--- src/omps_pkg.sv ---
package omps_pkg;

    // ------------------------------------------------------------
    // Timing
    // ------------------------------------------------------------
    localparam int unsigned CLK_PERIOD_NS = 10;
    localparam int unsigned QUAL_DELAY_MS = 1000;
    localparam int unsigned QUAL_CYCLES = (QUAL_DELAY_MS * 1000000) / CLK_PERIOD_NS;

    // ------------------------------------------------------------
    // Thresholds, percent of nominal
    // ------------------------------------------------------------
    localparam int unsigned UPPER_PCT = 81;
    localparam int unsigned LOWER_PCT = 79;
    localparam int unsigned PCT_FULL = 100;
    localparam int unsigned RAIL_W = 12;
    localparam logic [RAIL_W-1:0] NOMINAL_CODE = 12'hC00;

    // ------------------------------------------------------------
    // Reset values
    // ------------------------------------------------------------
    localparam logic MUTE_RST = 1'b1;

    // ------------------------------------------------------------
    // Types
    // ------------------------------------------------------------
    typedef enum logic [1:0] {
        OMPS_MUTED = 2'b00,
        OMPS_QUALIFY = 2'b01,
        OMPS_RUN = 2'b10
    } omps_state_type;

    typedef struct packed {
        logic cr_a;
        logic cr_b;
        logic studio;
    } omps_mute_type;

endpackage : omps_pkg

--- src/omps_sequencer.sv ---
// Functional notes
// - Mute decisions come only from one monitored supply rail level.
// - Relays stay engaged from power-up until rail exceeds 81 percent nominal.
// - Above upper threshold, wait one second, then release the relays.
// - Below 79 percent nominal, engage relays at once, no delay.
// - Mute applies jointly to control room A, B and studio pairs.
`timescale 1ns/1ps
module omps_sequencer
    import omps_pkg::*;
#(
    parameter int unsigned RAIL_WIDTH = RAIL_W,
    parameter logic [RAIL_WIDTH-1:0] NOMINAL = NOMINAL_CODE,
    parameter int unsigned DELAY_CYCLES = QUAL_CYCLES
) (
    input wire logic clk_i,
    input wire logic arst_n_i,
    input wire logic [RAIL_WIDTH-1:0] rail_level_i,
    output omps_mute_type mute_o,
    output logic released_o
);

    // ------------------------------------------------------------
    // Thresholds
    // ------------------------------------------------------------
    // Widened product avoids overflow of nominal times percent
    localparam logic [RAIL_WIDTH+7:0] UPPER_LIM =
        (RAIL_WIDTH+8)'((int'(NOMINAL) * UPPER_PCT) / PCT_FULL);
    localparam logic [RAIL_WIDTH+7:0] LOWER_LIM =
        (RAIL_WIDTH+8)'((int'(NOMINAL) * LOWER_PCT) / PCT_FULL);
    localparam int unsigned CNT_W = $clog2(DELAY_CYCLES + 1);
    localparam logic [CNT_W-1:0] CNT_LAST = CNT_W'(DELAY_CYCLES - 1);

    logic above_upper;
    logic below_lower;
    omps_state_type state;
    omps_state_type next_state;
    logic [CNT_W-1:0] count;

    // ------------------------------------------------------------
    // Decode
    // ------------------------------------------------------------
    // One decode feeds every relay so the three pairs cannot drift apart
    function automatic logic mute_for(input omps_state_type st);
        return st != OMPS_RUN;
    endfunction : mute_for

    assign above_upper = {8'h00, rail_level_i} > UPPER_LIM;
    assign below_lower = {8'h00, rail_level_i} < LOWER_LIM;

    // ------------------------------------------------------------
    // Sequencing
    // ------------------------------------------------------------
    always_comb begin
        next_state = state;
        case (state)
            OMPS_MUTED: begin
                if (above_upper) begin
                    next_state = OMPS_QUALIFY;
                end
            end
            OMPS_QUALIFY: begin
                if (below_lower) begin
                    next_state = OMPS_MUTED;
                end else if (count == CNT_LAST) begin
                    next_state = OMPS_RUN;
                end
            end
            OMPS_RUN: begin
                if (below_lower) begin
                    next_state = OMPS_MUTED;
                end
            end
            default: begin
                next_state = OMPS_MUTED;
            end
        endcase
    end

    always_ff @(posedge clk_i or negedge arst_n_i) begin
        if (!arst_n_i) begin
            state <= OMPS_MUTED;
        end else begin
            state <= next_state;
        end
    end

    // Counter clears outside the delay so a retry starts from zero
    always_ff @(posedge clk_i or negedge arst_n_i) begin
        if (!arst_n_i) begin
            count <= '0;
        end else if (state == OMPS_QUALIFY && next_state == OMPS_QUALIFY) begin
            count <= count + CNT_W'(1);
        end else begin
            count <= '0;
        end
    end

    // ------------------------------------------------------------
    // Relay drive
    // ------------------------------------------------------------
    // Registered from next_state so relays see no combinational glitches and do not lag the state
    always_ff @(posedge clk_i or negedge arst_n_i) begin
        if (!arst_n_i) begin
            mute_o <= '{MUTE_RST, MUTE_RST, MUTE_RST};
        end else begin
            mute_o.cr_a <= mute_for(next_state);
            mute_o.cr_b <= mute_for(next_state);
            mute_o.studio <= mute_for(next_state);
        end
    end

    // Status flag follows the same decode, so it never leads the relays
    always_ff @(posedge clk_i or negedge arst_n_i) begin
        if (!arst_n_i) begin
            released_o <= 1'b0;
        end else begin
            released_o <= !mute_for(next_state);
        end
    end

    // ------------------------------------------------------------
    // Check helpers
    // ------------------------------------------------------------
    // Separate tallies, so a slip in the sequencing counter cannot hide itself
    logic [CNT_W:0] since_high;
    logic [1:0] low_streak;

    always_ff @(posedge clk_i or negedge arst_n_i) begin
        if (!arst_n_i) begin
            since_high <= '0;
        end else if (state == OMPS_MUTED) begin
            since_high <= '0;
        end else if (since_high != '1) begin
            since_high <= since_high + (CNT_W+1)'(1);
        end
    end

    // Saturates at three; only zero against nonzero matters
    always_ff @(posedge clk_i or negedge arst_n_i) begin
        if (!arst_n_i) begin
            low_streak <= '0;
        end else if (!below_lower) begin
            low_streak <= '0;
        end else if (low_streak != 2'h3) begin
            low_streak <= low_streak + 2'h1;
        end
    end

    // ------------------------------------------------------------
    // Checks
    // ------------------------------------------------------------
    a_mute_joint: assert property (@(posedge clk_i) disable iff (!arst_n_i)
        (mute_o.cr_a == mute_o.cr_b) && (mute_o.cr_b == mute_o.studio))
        else $error("Mute outputs disagree");

    a_fast_mute: assert property (@(posedge clk_i) disable iff (!arst_n_i)
        (!mute_o.cr_a && below_lower) |=> mute_o.cr_a)
        else $error("Mute not engaged one cycle after low rail");

    a_low_hold: assert property (@(posedge clk_i) disable iff (!arst_n_i)
        (state == OMPS_MUTED && !above_upper) |=> mute_o.cr_a)
        else $error("Released without rail above upper threshold");

    a_delay_full: assert property (@(posedge clk_i) disable iff (!arst_n_i)
        $rose(state == OMPS_RUN) |-> $past(count) == CNT_LAST)
        else $error("Release before full qualification delay");

    a_hold_between: assert property (@(posedge clk_i) disable iff (!arst_n_i)
        (state == OMPS_RUN && !below_lower) |=> state == OMPS_RUN)
        else $error("Run state left without low rail");

    a_abort_restart: assert property (@(posedge clk_i) disable iff (!arst_n_i)
        (state == OMPS_QUALIFY && below_lower) |=> (state == OMPS_MUTED && count == '0))
        else $error("Delay not abandoned on low rail");

    a_release_out: assert property (@(posedge clk_i) disable iff (!arst_n_i)
        $rose(state == OMPS_RUN) |-> (!mute_o.cr_a && released_o))
        else $error("Relays not released at end of delay");

    a_rail_only: assert property (@(posedge clk_i) disable iff (!arst_n_i)
        (state == OMPS_MUTED && above_upper) |=> state == OMPS_QUALIFY)
        else $error("Qualification not started on high rail");

    a_reset_mute: assert property (@(posedge clk_i)
        !arst_n_i |=> (mute_o.cr_a && mute_o.cr_b && mute_o.studio && !released_o))
        else $error("Relays not engaged around reset");

    a_qualify_muted: assert property (@(posedge clk_i) disable iff (!arst_n_i)
        (state == OMPS_QUALIFY) |-> (mute_o.cr_a && !released_o))
        else $error("Relays released during qualification delay");

    a_count_idle: assert property (@(posedge clk_i) disable iff (!arst_n_i)
        (state != OMPS_QUALIFY) |-> (count == '0))
        else $error("Delay count not cleared outside qualification");

    a_count_step: assert property (@(posedge clk_i) disable iff (!arst_n_i)
        (state == OMPS_QUALIFY && !below_lower && count != CNT_LAST) |=>
        (count == $past(count) + CNT_W'(1)))
        else $error("Delay count skipped a cycle");

    a_no_early_run: assert property (@(posedge clk_i) disable iff (!arst_n_i)
        (state != OMPS_RUN && !(state == OMPS_QUALIFY && count == CNT_LAST)) |=>
        (state != OMPS_RUN))
        else $error("Run entered without full delay");

    a_run_to_mute: assert property (@(posedge clk_i) disable iff (!arst_n_i)
        $fell(state == OMPS_RUN) |->
        (mute_o.cr_a && mute_o.cr_b && mute_o.studio && !released_o))
        else $error("Relays not engaged on leaving run");

    a_release_time: assert property (@(posedge clk_i) disable iff (!arst_n_i)
        $rose(released_o) |-> (since_high == (CNT_W+1)'(DELAY_CYCLES)))
        else $error("Release not one full delay after high rail");

    a_low_streak: assert property (@(posedge clk_i) disable iff (!arst_n_i)
        (low_streak != 2'h0) |-> (mute_o.cr_a && mute_o.cr_b && mute_o.studio))
        else $error("Relays open while rail is low");

    a_hold_muted: assert property (@(posedge clk_i) disable iff (!arst_n_i)
        (state == OMPS_MUTED && !above_upper) |=> (state == OMPS_MUTED))
        else $error("Muted state left without high rail");

    a_state_legal: assert property (@(posedge clk_i) disable iff (!arst_n_i)
        (state == OMPS_MUTED) || (state == OMPS_QUALIFY) || (state == OMPS_RUN))
        else $error("Sequencer in undefined state");

endmodule : omps_sequencer

--- config.mk ---
export PLATFORM = sky130hd
export DESIGN_NAME = omps_sequencer
export DESIGN_NICKNAME = d
export VERILOG_FILES = /design/src/omps_pkg.sv /design/src/omps_sequencer.sv
export SDC_FILE = /design/constraint.sdc
export NUM_CORES = 1
export LEC_CHECK = 0
export ABC_AREA = 1
export BUFFER_PORTS_ARGS = -buffer_cell sky130_fd_sc_hd__buf_2
export CAP_MARGIN = 15
export CORE_MARGIN = 3
export CORE_UTILIZATION = 53
export CTS_CLUSTER_DIAMETER = 80
export DETAILED_ROUTE_END_ITERATION = 8
export PLACE_DENSITY = 0.73
export SLEW_MARGIN = 20
export SYNTH_ARGS = -nofsm -noshare
export SYNTH_HDL_FRONTEND = slang
export SYNTH_SLANG_ARGS = --single-unit
--- constraint.sdc ---
create_clock -name clk_i -period 3.6 [get_ports clk_i]
set_input_delay 0.54 -clock clk_i [delete_from_list [all_inputs] [get_ports clk_i]]
set_output_delay 0.54 -clock clk_i [all_outputs]
set_load 0.03 [all_outputs]
Word level (Yosys, flattened, before mapping)

Cells that the tools add are included.

Add/sub/neg operators: 1
$lt $le $gt $ge: 2
Multiplexer cells: 6
Equality and inequality tests: 5
Reductions and logical operators: 3

Operators with widths:

| kind                                                             | count |
|---|---|
| 27-bit by 1-bit adder with 27-bit output (second input constant) | 1 |
| 27-bit == test (second input constant)                           | 1 |
| 27-bit 2-to-1 mux                                                | 1 |
| 12-bit > comparator (second input constant)                      | 1 |
| 12-bit less-than comparator (second input constant)              | 1 |
| 2-bit 2-to-1 mux                                                 | 4 |
| 2-bit one-hot mux with 3 select lines                            | 1 |
| 2-bit by 1-bit == test with 1-bit output (second input constant) | 2 |
| 2-bit == test (second input constant)                            | 1 |
| 2-bit logical NOT                                                | 1 |
| 2-bit != test (second input constant)                            | 1 |
| 1-bit logical AND                                                | 1 |
| 1-bit logical NOT                                                | 1 |

Register bits after elaboration: 31

Logic depth before layout (Yosys ltp)

Gate-level depths: netlist (run 1).

Depth in word-level cells: 7
Gate-level depth with buffers: 9
Mapped depth without buffers: 9

Least setup slack after synthesis (run 1)

Ideal clock, no wire load.

Path type: reg2reg
Start: register count[0]
End: register state[0]
Stages on the path, launching flop included: 8
Data arrival time: 1.445 ns
Path buffers: 1
Path slack: 2.037 ns
Path through: dfrtp_1 -> ha_1 -> nand3_2 -> nor3_4 -> nand3_2 -> nand3_4 -> buf_6 -> nand2_2

Longest elaborated chain between the ends: 4

Ends and longest elaborated chain:

| element                               | RTL line             | RTL |
|---|---|---|
| start, declared                       | omps_sequencer.sv:37 | `logic [CNT_W-1:0] count;` |
| start signal, assigned                | omps_sequencer.sv:92 | `count <= count + CNT_W'(1);` |
| 27-bit == test                        | omps_sequencer.sv:64 | `end else if (count == CNT_LAST) begin` |
| 2-bit 2-to-1 mux                      | omps_sequencer.sv:64 |  |
| 2-bit 2-to-1 mux                      | omps_sequencer.sv:62 | `if (below_lower) begin` |
| 2-bit one-hot mux with 3 select lines | omps_sequencer.sv:55 | `case (state)` |
| via next_state[0]                     | omps_sequencer.sv:36 | `omps_state_type next_state;` |
| end signal, assigned                  | omps_sequencer.sv:83 | `state <= next_state;` |
| end, declared                         | omps_sequencer.sv:35 | `omps_state_type state;` |

The timed path passes the listed nets, and every way through them passes these cells.

Worst setup path after layout (run 1)

Start: register count[0]
End: register count[14]

Longest elaborated chain between the ends: 7

Ends and longest elaborated chain:

| element                                  | RTL line             | RTL |
|---|---|---|
| 27-bit == test                           | omps_sequencer.sv:64 |  |
| 2-bit 2-to-1 mux                         | omps_sequencer.sv:64 |  |
| 2-bit 2-to-1 mux                         | omps_sequencer.sv:62 |  |
| 2-bit one-hot mux with 3 select lines    | omps_sequencer.sv:55 |  |
| 2-bit by 1-bit == test with 1-bit output | omps_sequencer.sv:91 | `end else if (state == OMPS_QUALIFY && next_state == OMPS_QUALIFY) begin` |
| 1-bit logical AND                        | omps_sequencer.sv:91 |  |
| 27-bit 2-to-1 mux (*)                    | omps_sequencer.sv:91 |  |

Mark *: on every way between the ends. The rest lies on a longest branch, timed or not.

==> impl_metrics.py, run 1 <==
metrics = {
    "sta": {
        "fin_crit_ns": 1.83,
        "fin_skew_ns": 0.0138,
        "report.final.slew_viol_count": 0,
        "worst-slew-pin-transition_ns": 0.667,
        "setup-tns-final_ns": 0,
        "setup_viol_count_final": 0,
        "worst_hold_slack_ns": 0.219,
        "rsz0062_at_grt": "false",
        "achievable-frequency_ghz": 0.548,
        "layout_worst_path_cycle_share": 0.507,
        "maxSlewHeadroom": 0.555,
        "fin_ws_ns": 1.77,
        "timing_hold_violations_final": 0,
    },
    "pwr": {
        "cellLeakagePower_nw": 0.850,
        "totalPowerFinal_mw": 0.666,
        "power-per-cell-area_nw_per_um2": 319,
        "vdd_ir_drop_max_mv": 0.200,
    },
    "final_layout": {
        "most-common-layout-cells": "80 x sky130_fd_sc_hd__nand2_1, 71 x sky130_fd_sc_hd__nor2_1, 30 x sky130_fd_sc_hd__dfrtp_1, 25 x sky130_fd_sc_hd__inv_1",
        "area_growth_pct": 9.80,
        "fin_util": 0.616,
        "antenna_fix_cells": 0,
        "instances_no_fill": 336,
        "layout.cells.most_common": "sky130_fd_sc_hd__nand2_1",
        "final_layout_size_suffix_gt1_frac": 0.134,
        "num-nets-final": 304,
        "layout.cell_area.non_filler_um2": 2090,
    },
    "synth": {
        "postSynthAreaPerCell_um2": 7.07,
        "post_syn_area_um2": 1900,
        "yosysSeqAreaShare": 0.409,
        "ys.warnings.count": 0,
        "postSynthRegisterBits": 31,
        "syn_nets": 284,
        "synthDistinctLibCells": 25,
        "synthCells": 269,
    },
    "placement": {
        "portBuffers": 17,
        "detailedPlace.worstSlack_ns": 1.77,
        "placement.cell_area_um2": 2010,
        "numPlacedInstances": 328,
        "place.gp.congestion": 0.897,
        "place_hpwl_um": 3060,
    },
    "drt": {
        "dr.first_iter.drc_count": 102,
        "ant_nets": 0,
        "totalWireLength_um": 3960,
        "top_signal_layer_used": "met4",
        "dr.pass1.iters": 4,
        "remaining_drc_errors": 0,
        "met3_wirelength_um": 156,
        "dr_wl_met2_um": 1980,
        "via_per_inst": 4.99,
        "wl_per_cell_um": 11.8,
        "metal_1_wl_um": 1770,
        "vias": 1677,
    },
    "grt": {
        "globalRouteTotalUtil": 0.208,
        "number_of_global_route_vias_before_repair": 1634,
        "grt_max_degree": 32,
        "grt_first_pass_wirelength_um": 6780,
        "grt_overflow": 0,
        "grt_antenna_before_repair": 0,
    },
    "setup_path": {
        "critPathTopFamily": "simple AND/OR/NAND/NOR gates",
        "max_stage_delay_ns": 0.43,
        "cp_data_arrival_time_ns": 2.05,
        "timing.setup.critical_path_class": "reg -> reg",
        "worst_ep_required_time_ns": 3.82,
        "series_of_cell_instances_along_the_critical_path": "ha_1 -> nand3_2 -> nor3_4 -> nand3_2 -> nand3_4 -> nor2_1",
        "worstPathBufferInverterCount": 0,
        "critPathLaunchType": "flip-flop",
        "critical-path-slowest-cell": "sky130_fd_sc_hd__dfrtp_1",
        "critPathMostFrequentCell": "sky130_fd_sc_hd__nand3_2",
        "cp-end-kind": "flip-flop",
        "crit_fanout": 28,
    },
    "clock_network": {
        "tritoncts.num_buffers": 5,
        "ctsRootBufferMaster": "sky130_fd_sc_hd__clkbuf_4",
        "cts.reportedPaths.clkPinSlew_ns": 0.11,
        "clock_latency_on_the_worst_skew_pair_ns": 0.35,
        "sink_count": 31,
        "max-clock-path-buffers": 2,
        "clock_tree.htree_level_count": 2,
        "cts_post_setup_buffers_inserted": 0,
        "cts_tree": "built",
        "ctsResizeCount": 0,
        "cts_hold_repair.buffers": 0,
    },
    "floorplan": {
        "x_dimension_of_the_die_um": 65.9,
        "design.core.area_um2": 3390,
        "initial_core_util": 0.561,
        "boundaryPins": 18,
        "die_height_um": 65.9,
        "row_count": 21,
        "die-area_um2": 4340,
    },
    "outcome": {
        "outcome": "finished clean",
    },
    "run": {
        "cap_violations": 0,
    },
    "min_path": {
        "worst_hold_path_type": "in -> async",
    },
}
## worst paths after layout
check                      depth (start not counted)                  end  slack (ns)               start
min reg2reg                                        1   count[0]$_DFF_PN0_        0.52  count[0]$_DFF_PN0_
max                                                6  count[14]$_DFF_PN0_        1.77  count[0]$_DFF_PN0_
max reg2reg                                        6  count[14]$_DFF_PN0_        1.77  count[0]$_DFF_PN0_
max in group asynchronous                          1  count[22]$_DFF_PN0_        2.94            arst_n_i
min                                                1   count[4]$_DFF_PN0_        0.22            arst_n_i
min in group clk_i                                 1   count[0]$_DFF_PN0_        0.52  count[0]$_DFF_PN0_
## cell usage after synthesis
cell	number	area, um2
sky130_fd_sc_hd__a31o_2	1	8.76
sky130_fd_sc_hd__buf_4	2	15.0
sky130_fd_sc_hd__buf_6	2	22.5
sky130_fd_sc_hd__dfrtp_1	30	751
sky130_fd_sc_hd__dfstp_2	1	26.3
sky130_fd_sc_hd__ha_1	1	12.5
sky130_fd_sc_hd__inv_1	25	93.8
sky130_fd_sc_hd__nand2_1	80	300
sky130_fd_sc_hd__nand2_2	3	18.8
sky130_fd_sc_hd__nand3_1	17	85.1
sky130_fd_sc_hd__nand3_2	2	20.0
sky130_fd_sc_hd__nand3_4	1	17.5
sky130_fd_sc_hd__nand3b_1	3	22.5
sky130_fd_sc_hd__nand4_1	3	18.8
sky130_fd_sc_hd__nor2_1	71	267
sky130_fd_sc_hd__nor2_2	2	12.5
sky130_fd_sc_hd__nor2_4	2	22.5
sky130_fd_sc_hd__nor3_1	2	10.0
sky130_fd_sc_hd__nor3_2	1	10.0
sky130_fd_sc_hd__nor3_4	1	16.3
sky130_fd_sc_hd__o211ai_1	1	7.51
sky130_fd_sc_hd__o21ai_0	3	15.0
sky130_fd_sc_hd__o21bai_1	2	15.0
sky130_fd_sc_hd__xnor2_1	6	52.6
sky130_fd_sc_hd__xor2_1	7	61.3
## state kept, by name (all words and copies together) (netlist names)
signal	cells
released_o	1
count	27
mute_o	1
state	2
## report_power, final
group	switching, mW	internal (mW)	leakage, nW
Combinational	0.0272	0.0118	0.376
Sequential	0.00217	0.351	0.428
Clock	0.128	0.146	0.0452
## kinds of logic (layout without fill, tap and decap cells)
group	count (synthesis)	count (layout)	share of synthesized area
xor gates and xnor gates	13	13	0.0599
adders and majority gates	1	1	0.00658
buffers and inverters	29	50	0.0691
AOI/OAI and AO/OA	7	7	0.0243
DFF	31	31	0.409
and+or+nand+nor	188	188	0.432
## metal layers
metal | vias to the layer above | global-route usage
li1 | 872 | -
met1 | 772 | 0.249
met2 | 27 | 0.355
met3 | 6 | 0.0510
met4 | 0 | 0.0803
met5 | - | 0
## layout make-up
type | count | area (um2)
Fill cell | 325 | 1300
Tap cell | 46 | 57.6
Clock inverter | 3 | 43.8
Timing Repair Buffer | 17 | 85.1
Sequential cell | 31 | 777
Multi-Input combinational cell | 209 | 993
Inverter | 25 | 93.8
Clock buffer | 5 | 37.5
Note: power is estimated with default switching activity, not from simulation.
==> run 2, diff against run 1 <==
==> constraint.sdc (replaced) <==
create_clock -name clk_i -period 1.7 [get_ports clk_i]
set_input_delay 0.255 -clock clk_i [delete_from_list [all_inputs] [get_ports clk_i]]
set_output_delay 0.255 -clock clk_i [all_outputs]
set_load 0.03 [all_outputs]
==> impl_metrics.py, run 2 (same netlist as run 1, synthesis figures left out) <==
metrics = {
    "outcome": {
        "outcome": "finished clean",
    },
    "setup_path": {
        "critical-path-slowest-cell": "sky130_fd_sc_hd__nor2_1",
        "r2r_slack_ns": 0.14,
        "timing.setup.critical_path_class": "reg -> reg",
        "critPathTopFamily": "simple AND/OR/NAND/NOR gates",
        "reg2reg_to": "count[18]$_DFF_PN0_",
        "series_of_cell_instances_along_the_critical_path": "nor2_1 -> nand3_4 -> nor2_1",
        "worst_ep_required_time_ns": 1.95,
        "cp_data_arrival_time_ns": 1.82,
        "cp-end-kind": "flip-flop",
        "critPathLaunchType": "flip-flop",
        "max_stage_delay_ns": 0.69,
        "crit_fanout": 7,
        "critPathMostFrequentCell": "sky130_fd_sc_hd__nor2_1",
        "worstPathBufferInverterCount": 0,
        "r2r_start": "state[1]$_DFF_PN0_",
        "rr_worst_depth": 3,
    },
    "pwr": {
        "share_comb_of_total_power": 0.090,
        "swShare": 0.254,
        "netSwitchingPower_mw": 0.321,
        "seq_power_share": 0.591,
        "internal-power_mw": 0.942,
        "p_clk_frac": 0.319,
        "vdd_ir_drop_max_mv": 0.352,
        "power-per-cell-area_nw_per_um2": 581,
        "cellLeakagePower_nw": 0.875,
    },
    "drt": {
        "via_per_inst": 5.00,
        "dr.pass1.iters": 4,
        "remaining_drc_errors": 0,
        "vias": 1731,
        "totalWireLength_um": 4320,
        "wl_per_cell_um": 12.5,
        "dr.first_iter.drc_count": 87,
        "ant_nets": 0,
    },
    "sta": {
        "timing_hold_violations_final": 0,
        "setup-tns-final_ns": 0,
        "achievable-frequency_ghz": 0.640,
        "fin_ws_ns": 0.138,
        "maxSlewHeadroom": 0.407,
        "layout_worst_path_cycle_share": 0.919,
        "report.final.slew_viol_count": 0,
        "fin_crit_ns": 1.56,
        "fin_skew_ns": 0.0114,
        "worst-slew-pin-transition_ns": 0.887,
        "setup_viol_count_final": 0,
        "rsz0062_at_grt": "false",
        "worst_hold_slack_ns": 0.284,
    },
    "floorplan": {
        "die_height_um": 65.9,
        "row_count": 21,
        "initial_core_util": 0.561,
        "design.core.area_um2": 3390,
        "die-area_um2": 4340,
        "x_dimension_of_the_die_um": 65.9,
        "boundaryPins": 18,
    },
    "final_layout": {
        "num-fill-cells": 308,
        "final_layout_size_suffix_gt1_frac": 0.153,
        "antenna_fix_cells": 0,
        "num-nets-final": 314,
        "layout_top_registers": "count (27), state (2)",
        "most-common-layout-cells": "80 x sky130_fd_sc_hd__nand2_1, 70 x sky130_fd_sc_hd__nor2_1, 30 x sky130_fd_sc_hd__dfrtp_1, 25 x sky130_fd_sc_hd__inv_1",
        "layout.cells.most_common": "sky130_fd_sc_hd__nand2_1",
        "area_growth_pct": 14.3,
        "largest_reg_flops": 27,
        "max_flop_register": "count",
        "layout.cell_area.non_filler_um2": 2170,
    },
    "clock_network": {
        "sink_count": 31,
        "max-clock-path-buffers": 2,
        "ctsRootBufferMaster": "sky130_fd_sc_hd__clkbuf_4",
        "clock_tree.htree_level_count": 2,
        "tritoncts.num_buffers": 5,
        "cts.reportedPaths.clkPinSlew_ns": 0.08,
        "cts_tree": "built",
        "clock_latency_on_the_worst_skew_pair_ns": 0.33,
    },
    "grt": {
        "grt_first_pass_wirelength_um": 7030,
        "grt_antenna_before_repair": 0,
        "grt_overflow": 0,
        "number_of_global_route_vias_before_repair": 1645,
        "globalRouteTotalUtil": 0.216,
        "grt_max_degree": 32,
    },
    "min_path": {
        "worst_hold_startpoint": "rail_level_i[7]",
        "worst_hold_path_type": "in -> reg",
        "timing.hold.worst_endpoint": "state[0]$_DFF_PN0_",
        "whs_path_depth": 4,
    },
    "placement": {
        "place.gp.congestion": 0.912,
        "place_hpwl_um": 3000,
        "placement.cell_area_um2": 2040,
        "portBuffers": 17,
        "detailedPlace.worstSlack_ns": 0.111,
    },
    "run": {
        "cap_violations": 0,
    },
}
-- run 2: cell types whose count changed in the layout (fill, tap and decap cells not counted), sizes merged --
cell,previous run,this run
clkbuf,5,8
dlygate4sd3,0,1
buf,17,23
bufinv,1,0
clkinv,2,0
nand3,20,23
-- run 2: worst max path at each step --
stage	slack, ns	cells past startpoint	to	start
finish	0.14	3	count[18]$_DFF_PN0_	state[1]$_DFF_PN0_
global route	0.03	3	count[13]$_DFF_PN0_	state[1]$_DFF_PN0_
CTS	0.11	7	count[13]$_DFF_PN0_	count[22]$_DFF_PN0_
detailed placement	0.11	7	count[13]$_DFF_PN0_	count[22]$_DFF_PN0_
global placement	0.14	7	count[14]$_DFF_PN0_	count[22]$_DFF_PN0_
floorplan	0.14	7	state[0]$_DFF_PN0_	count[0]$_DFF_PN0_
-- run 2: tightest hold or removal path: cells and delay by family --
kind	cells	cell delay, ns
buffers and inverters	1	0.10
AND/OR/NAND/NOR	3	0.22
-- run 2: through the flow --
stage          power [mW]  instances   util
2_1_floorplan       0.813        269      -
3_3_place_gp        0.845        333  0.603
3_5_place_dp        0.847        333  0.603
4_1_cts              1.25        342  0.621
5_1_grt              1.33        346  0.641
6_report             1.26        346  0.641
-- run 2: power groups by stage --
stage          combinational [mW]  clock, mW  sequential [mW]
6_report                    0.114      0.403            0.746
5_1_grt                     0.130      0.450            0.748
4_1_cts                    0.0874      0.418            0.747
3_5_place_dp               0.0853          0            0.761
3_3_place_gp               0.0841          0            0.761
2_1_floorplan              0.0521          0            0.761
-- run 2: area by class of cell --
class / instances / area (um2) / area share
multi-input cells: 212 / 1060 / 0.486
flip-flops and latches: 31 / 777 / 0.358
repair buffers: 24 / 140 / 0.0645
inverters: 25 / 93.8 / 0.0432
well taps: 46 / 57.6 / 0.0265
clock buffers: 8 / 48.8 / 0.0225
-- run 2: layer usage --
metal	track usage	wire length, um
met5	0	0
met1	0.270	1940
met3	0.0561	216
met4	0.0933	120
met2	0.349	2050
-- run 2: timing repair --
item,CTS,global route
buffers inserted,0,1
hold buffers,1,0
hold endpoints to repair,30,0
endpoints found under the setup margin,0,28
gates resized for setup,0,5
==> run 3, diff against run 2 <==
--- a/config.mk
+++ b/config.mk
@@ -5,7 +5,7 @@
 export SDC_FILE = /design/constraint.sdc
 export NUM_CORES = 1
 export LEC_CHECK = 0
-export ABC_AREA = 1
+export ABC_AREA = 0
 export BUFFER_PORTS_ARGS = -buffer_cell sky130_fd_sc_hd__buf_2
 export CAP_MARGIN = 15
 export CORE_MARGIN = 3
==> impl_metrics.py, run 3 <==
metrics = {
    "final_layout": {
        "layout.cells.most_common": "sky130_fd_sc_hd__buf_4",
        "register_area_um2": 779,
        "layout_top_registers": "count (27), state (2)",
        "instances_no_fill": 253,
        "max_flop_register": "count",
        "final_layout_size_suffix_gt1_frac": 0.446,
        "num-fill-cells": 171,
        "largest_reg_flops": 27,
        "antenna_fix_cells": 0,
        "area_growth_pct": 40.9,
        "multi_input_comb_area_um2": 1050,
        "num-nets-final": 236,
        "most-common-layout-cells": "31 x sky130_fd_sc_hd__buf_4, 28 x sky130_fd_sc_hd__dfrtp_1, 17 x sky130_fd_sc_hd__buf_2, 16 x sky130_fd_sc_hd__nor2_4",
        "fin_util": 0.810,
    },
    "setup_path": {
        "series_of_cell_instances_along_the_critical_path": "ha_4 -> nand3_4 -> buf_4 -> nor4_1 -> nand4_1 -> xor2_2 -> nor2_4",
        "worst_ep_required_time_ns": 1.92,
        "reg2reg_to": "count[26]$_DFF_PN0_",
        "r2r_slack_ns": -0.23,
        "max_stage_delay_ns": 0.45,
        "crit_fanout": 5,
        "critPathLaunchType": "flip-flop",
        "cp_data_arrival_time_ns": 2.14,
        "cp-end-kind": "flip-flop",
        "worstPathBufferInverterCount": 1,
        "critical-path-slowest-cell": "sky130_fd_sc_hd__nor4_1",
        "timing.setup.critical_path_class": "reg -> reg",
        "rr_worst_depth": 7,
        "critPathTopFamily": "simple AND/OR/NAND/NOR gates",
        "r2r_start": "count[0]$_DFF_PN0_",
        "cp_num_cells": 7,
    },
    "drt": {
        "wl_per_cell_um": 17.5,
        "via_per_inst": 6.12,
        "dr.first_iter.drc_count": 91,
        "totalWireLength_um": 4420,
        "ant_nets": 0,
        "remaining_drc_errors": 0,
        "vias": 1548,
        "dr.pass1.iters": 4,
    },
    "synth": {
        "synth-main-ff-cell": "sky130_fd_sc_hd__dfrtp_1",
        "synthCells": 167,
        "synthDistinctLibCells": 41,
        "synth-edff-count": 0,
        "proportion_of_register_bits_with_asynchronous_set_or_reset_after_synthesis": 1.00,
        "ys.warnings.count": 0,
        "synth.top_cell.area_share": 0.458,
        "netlist.top_cell.by_area": "sky130_fd_sc_hd__dfrtp_1",
        "synth.top_cells.by_area": "sky130_fd_sc_hd__dfrtp_1 46%, sky130_fd_sc_hd__xor2_1 6.4%, sky130_fd_sc_hd__nor2_1 6.2%",
        "postSynthAreaPerCell_um2": 9.81,
        "syn_nets": 182,
        "post_syn_area_um2": 1640,
        "synth_most_common_cell": "sky130_fd_sc_hd__dfrtp_1",
        "yosysSeqAreaShare": 0.474,
        "synth_commonest_cells": "30 x sky130_fd_sc_hd__dfrtp_1, 27 x sky130_fd_sc_hd__nor2_1, 12 x sky130_fd_sc_hd__xor2_1",
        "postSynthRegisterBits": 31,
    },
    "placement": {
        "numPlacedInstances": 239,
        "place.gp.congestion": 0.950,
        "place_hpwl_um": 2780,
        "portBuffers": 17,
    },
    "min_path": {
        "worst_hold_path_type": "in -> reg",
        "timing.hold.worst_endpoint": "released_o$_DFF_PN0_",
        "whs_path_depth": 3,
        "worst_hold_startpoint": "rail_level_i[11]",
    },
    "sta": {
        "fin_ws_ns": -0.227,
        "timing_hold_violations_final": 0,
        "fin_crit_ns": 1.93,
        "worst-slew-pin-transition_ns": 0.669,
        "rsz0062_at_grt": "true",
        "report.final.slew_viol_count": 0,
        "achievable-frequency_ghz": 0.519,
        "setup_viol_count_final": 18,
        "layout_worst_path_cycle_share": 1.13,
        "maxSlewHeadroom": 0.554,
        "fin_skew_ns": 0.0175,
    },
    "floorplan": {
        "initial_core_util": 0.575,
        "die_height_um": 61.6,
        "x_dimension_of_the_die_um": 61.6,
        "row_count": 19,
        "design.core.area_um2": 2850,
        "boundaryPins": 18,
        "die-area_um2": 3800,
    },
    "grt": {
        "grt_antenna_before_repair": 0,
        "grt_max_degree": 32,
        "grt_overflow": 0,
        "number_of_global_route_vias_before_repair": 1474,
        "grt_first_pass_wirelength_um": 6430,
        "globalRouteTotalUtil": 0.233,
    },
    "pwr": {
        "totalPowerFinal_mw": 1.29,
        "cellLeakagePower_nw": 0.904,
        "power-per-cell-area_nw_per_um2": 557,
        "vdd_ir_drop_max_mv": 0.481,
    },
    "clock_network": {
        "sink_count": 31,
        "cts.reportedPaths.clkPinSlew_ns": 0.09,
        "clock_tree.htree_level_count": 2,
        "tritoncts.num_buffers": 5,
        "clock_latency_on_the_worst_skew_pair_ns": 0.33,
        "cts_tree": "built",
        "max-clock-path-buffers": 2,
        "ctsRootBufferMaster": "sky130_fd_sc_hd__clkbuf_4",
    },
    "run": {
        "cap_violations": 0,
    },
    "outcome": {
        "failed_checks": "setup timing",
        "outcome": "complete, but fails checks",
    },
}
run 3: cell types whose count changed after synthesis, sizes merged, moves of 5 or more:
cell	delta
a21oi	+6
inv	-21
nand2	-73
nand3	-8
nand4	+9
nor2	-48
xor2	+5
run 3: worst max path at each step:
stage	from	to	slack [ns]
6_report	count[0]$_DFF_PN0_	count[26]$_DFF_PN0_	-0.23
5_1_grt	count[0]$_DFF_PN0_	count[26]$_DFF_PN0_	-0.26
4_1_cts	count[12]$_DFF_PN0_	mute_o[0]$_DFF_PN1_	-0.06
3_5_place_dp	count[1]$_DFF_PN0_	mute_o[0]$_DFF_PN1_	-0.07
3_3_place_gp	count[11]$_DFF_PN0_	mute_o[0]$_DFF_PN1_	-0.02
2_1_floorplan	count[11]$_DFF_PN0_	mute_o[0]$_DFF_PN1_	-0.03
run 3: stage by stage:
step | cell area, um2 | hold slack (ns) | setup TNS [ns] | worst slack, ns
after CTS | 2050 | 0.222 | -0.141 | -0.0629
after floorplan | 1670 | -0.0406 | -0.0350 | -0.0350
after detailed placement | 1990 | 0.324 | -0.130 | -0.0650
after global routing | 2310 | 0.249 | -2.90 | -0.263
after global placement | 1990 | 0.319 | -0.0216 | -0.0216
final | 2310 | 0.226 | -0.891 | -0.227
run 3: timing repair:
action / in CTS / in global routing
setup buffers: 0 / 3
gates resized for setup: 2 / 51
pin swaps: 2 / 24
setup endpoints to repair: 4 / 22
endpoints found under the hold margin: 30 / 0
gates cloned: 0 / 2
hold buffers: 1 / 0
run 3: report_power, final:
| group | switching [mW] | internal, mW | leakage [nW] |
|---|---|---|---|
| Clock | 0.241 | 0.165 | 0.0265 |
| Combinational | 0.0783 | 0.0519 | 0.453 |
| Sequential | 0.00718 | 0.743 | 0.424 |
run 3: final cells by class:
class,instances,share of cell area
flip-flops and latches,31,0.337
multi-input cells,128,0.457
inverters,4,0.00650
well taps,31,0.0168
repair buffers,51,0.161
clock buffers,8,0.0211
run 3: kinds of logic after synthesis:
kind of cell / count (synthesis) / synth area share
AND/OR/NAND/NOR: 86 / 0.300
flip-flops: 31 / 0.474
AO/OA/AOI/OAI: 21 / 0.0863
XOR/XNOR: 19 / 0.102
buffers and inverters: 9 / 0.0305
adder cells (fa/ha/maj): 1 / 0.00763
run 3: metal layers:
metal | global-route usage | vias to the layer above | part of all wire
met2 | 0.395 | 48 | 0.53
li1 | - | 708 | -
met5 | 0 | - | 0
met1 | 0.288 | 777 | 0.39
met4 | 0.0848 | 0 | 0.029
met3 | 0.0566 | 15 | 0.046
run 3: worst min-delay path: stages:
cell and delay, ns:
sky130_fd_sc_hd__buf_2 0.11, sky130_fd_sc_hd__nand2_1 0.09, sky130_fd_sc_hd__a21oi_1 0.05
